[src/include/tbl_pkg.sv]
// Constants for the table lookup and interpolate datapath.
// Assumes a single core clock domain; no software-visible registers.
package tbl_pkg;
  localparam int DATA_W = 32;
  localparam int FRAC_LSB = 0;
  localparam int FRAC_W = 8;
  localparam int OFFS_LSB = 8;
  localparam int OFFS_W = 8;
  localparam int FRAC_BITS = 8;
  localparam int LEVELS = 256;
  localparam int SIZE_BYTES_B = 1;
  localparam int SIZE_BYTES_W = 2;
  localparam int SIZE_BYTES_L = 4;
  localparam logic [31:0] RESULT_RST = 32'h0000_0000;
  typedef enum logic [1:0] {SZ_BYTE, SZ_WORD, SZ_LONG} size_t;
  typedef enum logic [1:0] {
    TABLE_SIGNED_ROUNDED,
    TABLE_SIGNED_UNROUNDED,
    TABLE_UNSIGNED_ROUNDED,
    TABLE_UNSIGNED_UNROUNDED
  } variant_t;
endpackage : tbl_pkg

[src/core/table_lookup_interpolator.sv]
// Execution datapath for the table lookup and interpolate instructions.
// Assumes the sequencer holds operands stable and the memory bus answers reads with ack.
`timescale 1ns/10ps
module table_lookup_interpolator (
  input wire logic CLK,
  input wire logic RST,
  input wire logic CE,
  input wire logic START,
  input wire tbl_pkg::variant_t VARIANT,
  input wire tbl_pkg::size_t SIZE,
  input wire logic REG_PAIR,
  input wire logic [31:0] EA,
  input wire logic [31:0] INDEP_VAR,
  input wire logic [31:0] PAIR_LOW,
  input wire logic [31:0] PAIR_HIGH,
  input wire logic [31:0] SURFACE_DEST,
  output logic MEM_REQ,
  output logic [31:0] MEM_ADDR,
  output tbl_pkg::size_t MEM_SIZE,
  input wire logic MEM_ACK,
  input wire logic [31:0] MEM_RDATA,
  output logic BUSY,
  output logic DONE,
  output logic [31:0] RESULT
);
  typedef enum logic [2:0] {S_IDLE, S_RD0, S_RD1, S_CALC} state_t;
  state_t state_q, state_d;
  tbl_pkg::variant_t var_q, var_d;
  tbl_pkg::size_t size_q, size_d;
  logic [31:0] y0_q, y0_d, y1_q, y1_d, addr_q, addr_d, res_q, res_d;
  logic [7:0] frac_q, frac_d;
  logic req_q, req_d, done_q, done_d, busy_q, busy_d;
  logic signed [32:0] ext0, ext1;
  logic signed [63:0] math_res;

  function automatic logic [31:0] size_bytes(input tbl_pkg::size_t s);
    unique case (s)
      tbl_pkg::SZ_BYTE: size_bytes = 32'(tbl_pkg::SIZE_BYTES_B);
      tbl_pkg::SZ_WORD: size_bytes = 32'(tbl_pkg::SIZE_BYTES_W);
      default: size_bytes = 32'(tbl_pkg::SIZE_BYTES_L);
    endcase
  endfunction : size_bytes

  function automatic logic signed [32:0] extend(input logic [31:0] v, input tbl_pkg::size_t s,
                                                input logic sgn);
    unique case (s)
      tbl_pkg::SZ_BYTE: extend = sgn ? 33'(signed'(v[7:0])) : {25'h0, v[7:0]};
      tbl_pkg::SZ_WORD: extend = sgn ? 33'(signed'(v[15:0])) : {17'h0, v[15:0]};
      default: extend = sgn ? 33'(signed'(v)) : {1'b0, v};
    endcase
  endfunction : extend

  function automatic logic is_signed(input tbl_pkg::variant_t v);
    is_signed = (v == tbl_pkg::TABLE_SIGNED_ROUNDED) || (v == tbl_pkg::TABLE_SIGNED_UNROUNDED);
  endfunction : is_signed

  function automatic logic is_rounded(input tbl_pkg::variant_t v);
    is_rounded = (v == tbl_pkg::TABLE_SIGNED_ROUNDED) || (v == tbl_pkg::TABLE_UNSIGNED_ROUNDED);
  endfunction : is_rounded

  // End values are extended at the operand size, so register pairs may carry
  // word or long-word scaled results of an earlier unrounded pass.
  assign ext0 = extend(y0_q, size_q, is_signed(var_q));
  assign ext1 = extend(y1_q, size_q, is_signed(var_q));

  tbl_interp_math u_math (
    .y0(ext0),
    .y1(ext1),
    .frac(frac_q),
    .round_en(is_rounded(var_q)),
    .result(math_res)
  );

  always_comb begin
    state_d = state_q;
    var_d = var_q;
    size_d = size_q;
    y0_d = y0_q;
    y1_d = y1_q;
    addr_d = addr_q;
    res_d = res_q;
    frac_d = frac_q;
    req_d = req_q;
    done_d = 1'b0;
    unique case (state_q)
      S_IDLE: begin
        if (START) begin
          var_d = VARIANT;
          size_d = SIZE;
          if (REG_PAIR) begin
            y0_d = PAIR_LOW;
            y1_d = PAIR_HIGH;
            frac_d = SURFACE_DEST[7:0];
            state_d = S_CALC;
          end else begin
            frac_d = INDEP_VAR[tbl_pkg::FRAC_LSB +: tbl_pkg::FRAC_W];
            addr_d = EA + 32'(INDEP_VAR[tbl_pkg::OFFS_LSB +: tbl_pkg::OFFS_W]) * size_bytes(SIZE);
            req_d = 1'b1;
            state_d = S_RD0;
          end
        end
      end
      S_RD0: begin
        if (MEM_ACK) begin
          y0_d = MEM_RDATA;
          addr_d = addr_q + size_bytes(size_q);
          state_d = S_RD1;
        end
      end
      S_RD1: begin
        if (MEM_ACK) begin
          y1_d = MEM_RDATA;
          req_d = 1'b0;
          state_d = S_CALC;
        end
      end
      S_CALC: begin
        res_d = math_res[31:0];
        done_d = 1'b1;
        state_d = S_IDLE;
      end
      default: state_d = S_IDLE;
    endcase
    // BUSY is registered from the next state so that it rises on the edge that takes START.
    busy_d = (state_d != S_IDLE);
  end

  always_ff @(posedge CLK or posedge RST) begin
    if (RST) begin
      state_q <= S_IDLE;
      var_q <= tbl_pkg::TABLE_SIGNED_ROUNDED;
      size_q <= tbl_pkg::SZ_BYTE;
      y0_q <= tbl_pkg::RESULT_RST;
      y1_q <= tbl_pkg::RESULT_RST;
      addr_q <= tbl_pkg::RESULT_RST;
      res_q <= tbl_pkg::RESULT_RST;
      frac_q <= 8'h00;
      req_q <= 1'b0;
      done_q <= 1'b0;
      busy_q <= 1'b0;
    end else if (CE) begin
      state_q <= state_d;
      var_q <= var_d;
      size_q <= size_d;
      y0_q <= y0_d;
      y1_q <= y1_d;
      addr_q <= addr_d;
      res_q <= res_d;
      frac_q <= frac_d;
      req_q <= req_d;
      done_q <= done_d;
      busy_q <= busy_d;
    end
  end

  assign MEM_REQ = req_q;
  assign MEM_ADDR = addr_q;
  assign MEM_SIZE = size_q;
  assign BUSY = busy_q;
  assign DONE = done_q;
  assign RESULT = res_q;
endmodule : table_lookup_interpolator

[src/core/tbl_interp_math.sv]
// Combinational interpolation arithmetic for one pair of end values.
// Assumes end values already sign or zero extended to 33 bits by the caller.
`timescale 1ns/10ps
module tbl_interp_math (
  input wire logic signed [32:0] y0,
  input wire logic signed [32:0] y1,
  input wire logic [7:0] frac,
  input wire logic round_en,
  output logic signed [63:0] result
);
  logic signed [63:0] diff;
  logic signed [63:0] scaled;
  logic signed [63:0] rounded;
  logic [7:0] rem;
  always_comb begin
    diff = 64'(y1) - 64'(y0);
    // Value scaled by 256: the fraction stays in the low byte.
    scaled = (64'(y0) <<< tbl_pkg::FRAC_BITS) + diff * $signed({56'h0, frac});
    rem = scaled[7:0];
    rounded = scaled >>> tbl_pkg::FRAC_BITS;
    // Round to nearest, halfway goes to the even integer.
    if (rem > 8'h80 || (rem == 8'h80 && rounded[0])) begin
      rounded = rounded + 64'sh1;
    end
    result = round_en ? rounded : scaled;
  end
endmodule : tbl_interp_math

[config.mk]
export PLATFORM = sky130hd
export DESIGN_NAME = table_lookup_interpolator
export DESIGN_NICKNAME = d
export VERILOG_FILES = /design/src/include/tbl_pkg.sv /design/src/core/table_lookup_interpolator.sv /design/src/core/tbl_interp_math.sv
export SDC_FILE = /design/constraint.sdc
export NUM_CORES = 1
export LEC_CHECK = 0
export ABC_AREA = 0
export BUFFER_PORTS_ARGS = -buffer_cell sky130_fd_sc_hd__clkbuf_2
export CORE_MARGIN = 4
export CORE_UTILIZATION = 55
export DETAILED_ROUTE_END_ITERATION = 12
export GPL_TIMING_DRIVEN = 0
export HOLD_SLACK_MARGIN = 0.05
export PLACE_DENSITY = 0.79
export SETUP_SLACK_MARGIN = 0.02
export SLEW_MARGIN = 20
export SYNTH_ARGS = -nofsm -noshare
export SYNTH_HDL_FRONTEND = slang
export SYNTH_SLANG_ARGS = --single-unit
[constraint.sdc]
create_clock -name CLK -period 9.05 [get_ports CLK]
set_input_delay 1.3575 -clock CLK [delete_from_list [all_inputs] [get_ports CLK]]
set_output_delay 1.3575 -clock CLK [all_outputs]
set_load 0.02 [all_outputs]
### Word level (Yosys, flattened, before mapping)

Index checks and enable logic that the tools add are counted.

| word-level totals | value |
|---|---|
| bits in registers | 146 |
| bits of input ports | 202 |
| output and inout port bits | 69 |
| logic and storage cells | 88 |

| cells by class | value |
|---|---|
| add/subtract/negate cells | 5 |
| $mul | 2 |
| magnitude comparators | 1 |
| eq/ne operators | 13 |
| multiplexer cells | 39 |
| reduce and logical (&&, ||, !) cells | 17 |

Operators with widths:

| kind | number |
|---|---|
| $mux W32 | 15 |
| $mux W33 | 6 |
| $pmux W32 S2 | 3 |
| $pmux W33 S2 | 2 |
| $add A32 B32 Y32 | 2 |
| $add A40 B40 Y40 | 1 |
| $mul A34 B9 Y40 | 1 |
| $sub A33 B33 Y34 | 1 |
| $add A32 B2 Y32 const B | 1 |
| $mul A8 B32 Y32 | 1 |
| $reduce_and A5 Y1 | 4 |
| $pmux W3 S2 | 2 |
| $ne A2 B2 Y1 const B | 5 |
| $mux W3 | 3 |
| $pmux W3 S3 | 1 |
| $eq A8 B8 Y1 const B | 1 |
| $gt A8 B8 Y1 const B | 1 |
| $mux W8 | 1 |
| $eq A2 B1 Y1 const B | 3 |
| $eq A3 B2 Y1 const B | 2 |
| $logic_not A2 Y1 | 3 |
| $mux W1 | 4 |
| $reduce_bool A2 Y1 | 2 |
| $eq A3 B1 Y1 const B | 1 |
| other kinds (9) | 11 |

### Longest topological paths before layout

| logic depth | value |
|---|---|
| word-level depth | 12 |
| depth in mapped cells | 42 |
| mapped depth without buffers | 38 |

### Cells and area by module

Synthesis repeated with hierarchy kept, for this count alone.

| second synthesis, totals | value |
|---|---|
| cells, all modules | 2919 |
| area total of the unflattened synthesis | 24010.5 um^2 |

Modules (own cells, without submodules):

| module | times used | cells each | area each (um^2) | seq. area each (um^2) |
|---|---|---|---|---|
| tbl_interp_math | 1 | 1914 | 14909.3 | 0.0 |
| table_lookup_interpolator | 1 | 1005 | 9101.2 | 3653.5 |

### Worst setup path after synthesis

No wires, ideal clock.

| timing path | value |
|---|---|
| path type | flip-flop to flip-flop |
| start point | reg size_q[1], in the netlist MEM_SIZE[1] |
| end point | reg res_q[31], in the netlist RESULT[31] |
| library setup time | 0.120 ns |
| data arrival time | 9.453 ns |
| required time | 8.930 ns |
| path slack | -0.523 ns |
| stages on the path, launching flop included | 40 |
| path buffers | 3 |
| period minus slack after synthesis | 9.573 ns |
| path through | dfrtp_1 -> clkbuf_1 -> or2_2 -> clkbuf_1 -> nor3_1 -> a21oi_1 -> ha_1 -> a21o_1 -> a21o_1 -> o211ai_1 -> a31oi_1 -> o22ai_1 -> o21bai_1 -> a21oi_1 -> o21ai_0 -> a21oi_1 -> xnor2_1 -> nand2_1 -> [4 not listed] -> fa_1 -> inv_1 -> fa_1 -> inv_1 -> ha_1 -> buf_2 -> nand3_1 -> a2111oi_4 -> a221oi_1 -> o211ai_2 -> a41oi_1 -> xnor2_1 -> nor4b_4 -> nand4_2 -> nor4_2 -> xnor3_1 -> o21ai_1 -> nand2_1 |

| between the ends | value |
|---|---|
| longest elaborated chain between the ends | 10 |
| elaborated cells on any way between the ends | 14 |
| classes of those cells | 3 x add/sub; 1 x mul; 1 x order compare; 2 x eq/ne; 4 x mux; 3 x reduce/logical |

RTL lines:

| what | RTL line | text |
|---|---|---|
| from (decl) | table_lookup_interpolator.sv:29 | `tbl_pkg::size_t size_q, size_d;` |
| from (signal assigned) | table_lookup_interpolator.sv:132 | `size_q <= tbl_pkg::SZ_BYTE;` |
| from (signal assigned) | table_lookup_interpolator.sv:144 | `size_q <= size_d;` |
| $eq A2 B1 Y1 / $logic_not A2 Y1 (equally long branches) | table_lookup_interpolator.sv:46 | `unique case (s)` |
| $pmux W33 S2 | table_lookup_interpolator.sv:46 |  |
| $sub A33 B33 Y34 | tbl_interp_math.sv:16 | `diff = 64'(y1) - 64'(y0);` |
| $mul A34 B9 Y40 | tbl_interp_math.sv:18 | `scaled = (64'(y0) <<< tbl_pkg::FRAC_BITS) + diff * $signed({56'h0, frac});` |
| $add A40 B40 Y40 (*) | tbl_interp_math.sv:18 |  |
| branches (longest 4 deep; another with $add A32 B2 Y32) | n/a |  |
| $mux W32 (*) | tbl_interp_math.sv:25 | `result = round_en ? rounded : scaled;` |
| to (signal assigned) | table_lookup_interpolator.sv:136 | `res_q <= tbl_pkg::RESULT_RST;` |
| to (signal assigned) | table_lookup_interpolator.sv:148 | `res_q <= res_d;` |
| to (decl) | table_lookup_interpolator.sv:30 | `logic [31:0] y0_q, y0_d, y1_q, y1_d, addr_q, addr_d, res_q, res_d;` |

Mark *: on every way between the ends.
A chain may end at the register's enable or synchronous reset.

### Worst setup path after layout

Same ends and word-level chain as after synthesis.

==> run metrics <==
fraction of layout cells with a size suffix above 1 20.7%; endpoint required time on the critical path 9.40 ns; Global Route Usage Sum 31.5%; vias between 15,000 and 20,000; outcome finished with violations; RSZ-0062 raised after global routing yes; clock tree from TritonCTS done; finished layout cell area 0.0257 sq mm; height of the chip 204 um; total gr overflow 0; Final min period around 9.4 ns; Placement Setup Slack -1.66 ns; synthesis-stage register bit count 146; Seq/Total Area, Yosys 17.3%; initial antenna violation count 3; startpoint type of the worst setup path register; Final Max Tran Viols 0; delay contributed by the slowest stage of the critical path 0.60 ns; Min-Delay Startpoint RESULT[29]$_DFFE_PP0P_; worst-path cell with the longest stage delay fa_2; worst setup margin -0.325 ns; most frequent cells in the layout 342 x inv_1, 307 x nand2_1, 245 x fa_1; full die area about 0.042 sq mm; clock tree buffer depth 2; Ys Warns 0; Netlist Area Pre-Place about 0.021 sq mm; Num CTS Buffers 17; average detailed-routed wire length per instance roughly 20 um; first-pass GRT wire length 104,000 um; final setup skew 0.0190 ns; worst reg2reg endpoint RESULT[31]$_DFFE_PP0P_; DRC errors left 0; clock slew seen by the registers of the worst setup and hold paths 0.07 ns; maximum fanout along the worst path 8; number of antenna-violating nets in the routed design 0; worst hold stages 2; fraction of the cycle the final worst path needs 104%; maximum clock frequency 0.107 GHz; clock sinks approximately 150; DRT Wirelength 67,400 um; Placer Congestion 0.925; worst r2r path cells 38; final layout net count 3,479; DRC marker count from the first detailed-route iteration 1,356; number of flops mapped to enable cells by yosys 0; most common cell after layout, fill and taps aside inv_1; data arrival time of the worst path 9.73 ns; number of buffers and inverters on the critical path 5; flip-flop cell with the highest count after synthesis dfrtp_1; Worst-Margin Slew 0.884 ns; total nets after synthesis 3,129; origin of the worst setup path MEM_SIZE[1]$_DFFE_PP0P_; number of maximum-capacitance violations 0; class of the worst hold path reg2reg; average footprint of a synthesized cell approximately 8.4 sq um; initial standard-cell utilization of the core 56.0%; Yosys cell types 81; HPWL after detailed placement 52,600 um; standard cell area after detailed placement 0.0231 sq mm; reg-to-reg slack, setup -0.33 ns; antenna cell count 0; final core utilization between 60% and 70%; number of buffer cells added on primary ports 230; share of synthesized registers carrying an async set or reset 100%; number of endpoints with negative hold slack in the final report 0; Slew HR 41.1%; via density per instance 5.79; worst setup path category reg2reg; number of core rows 71; crit-path most repeated cell fa_1; DIE WIDTH 204 um; Core ar. approximately 0.038 sq mm; critical path depth in cells 38; CTS Root Cell clkbuf_16; violations in the final reports negative setup slack; number of global-route vias before repair 20,081; worst-skew pair later-pin latency 0.48 ns; reg2reg start MEM_SIZE[1]$_DFFE_PP0P_; final-layout setup total negative slack -1.20 ns; synth-to-layout area growth 21.4%; number of top-level pins 271; critical path capture point RESULT[31]$_DFFE_PP0P_; final number of setup-violating endpoints 9; number of H-tree branching levels 4; drt first pass iters 6; maximum number of pins on one net before global-route repair 84; instance count of the mapped netlist between 2,000 and 3,000; dominant delay contributor by cell family on the critical path compound AO/OA/AOI/OAI gates; type of element capturing the critical path register
registers in the layout, summed over array words and instances, names as in the netlist:
signal and count:
state_q 3, MEM_REQ 1, y1_q 32, MEM_SIZE 2, y0_q 32, DONE 1, var_q 2, RESULT 32
BUSY 1, frac_q 8, MEM_ADDR 32
synthesized netlist by cell type (all sizes together), types with 17 or more instances:
master / number / area, sq um
and3: 17 / 106
nor2b: 19 / 119
and2: 166 / 1040
fa: 249 / 4980
inv: 354 / 1330
a21oi: 197 / 997
nand2: 319 / 1200
clkbuf: 98 / 368
mux2i: 53 / 531
nand3: 43 / 233
xor2: 39 / 357
a31oi: 44 / 275
nor3: 29 / 155
xnor2: 79 / 707
a21o: 47 / 353
dfrtp: 146 / 3650
ha: 155 / 1940
nor2: 165 / 619
o21ai: 114 / 586
per-stage QoR:
step / instances / hold slack (ns)
2_1_floorplan: 2523 / 0.495
3_3_place_gp: 3264 / 0.461
3_5_place_dp: 3265 / 0.463
4_1_cts: 3344 / 0.479
5_1_grt: 3397 / 0.496
6_report: 3397 / 0.464
worst register-to-register path, delay by kind of cell, from the launching register on:
kind | cells | cell delay [ns]
compound gates | 17 | 3.46
fa+ha+maj | 7 | 3.17
simple gates | 7 | 1.13
buf+inv | 5 | 0.64
xor+xnor | 2 | 0.42
flops | 1 | 0.42
routing by layer:
| layer | vias up | wire (um) | global-route usage, % | part of all wire (%) |
|---|---|---|---|---|
| met4 | 4 | 2680 | 10.1 | 4.0 |
| met5 | - | 27 | 0 | 0.040 |
| met3 | 186 | 5620 | 7.24 | 8.3 |
| met1 | 9638 | 26300 | 39.4 | 39 |
| li1 | 8943 | - | - | - |
| met2 | 893 | 32800 | 54.4 | 49 |
logic make-up after synthesis:
family / count (synthesis) / share of synthesized area [%]
AO/OA/AOI/OAI: 517 / 15.1
XOR/XNOR: 119 / 5.14
multiplexers: 58 / 2.77
AND/OR/NAND/NOR: 820 / 18.8
flip-flops: 146 / 17.3
adder cells (fa/ha/maj): 404 / 32.7
buffers and inverters: 459 / 8.20
final cells by class:
cell class / count / area (sq um)
timing repair buffer: 337 / 2050
clock inverter: 14 / 150
sequential: 146 / 3660
multi-input combinational: 1918 / 17000
buffer: 99 / 444
clock buffer: 18 / 429
inverter: 354 / 1340
fill: 2965 / 12100
tap: 511 / 639
how the worst min path moves through the flow:
stage	to	slack [ns]
after global routing	RESULT[29]$_DFFE_PP0P_	0.50
after detailed placement	RESULT[29]$_DFFE_PP0P_	0.46
after floorplan	y1_q[30]$_DFFE_PP0P_	0.50
final	RESULT[29]$_DFFE_PP0P_	0.46
after CTS	RESULT[29]$_DFFE_PP0P_	0.48
after global placement	RESULT[29]$_DFFE_PP0P_	0.46
timing repair:
action,in CTS,in global routing
pin swaps,72,93
setup endpoints to repair,20,21
resized for setup,112,137
hold buffers,0,0
setup buffers,51,56
Power is left out: the tool's default activity adds up to more than one toggle a clock period on the data nets, which glitch-free logic cannot reach.
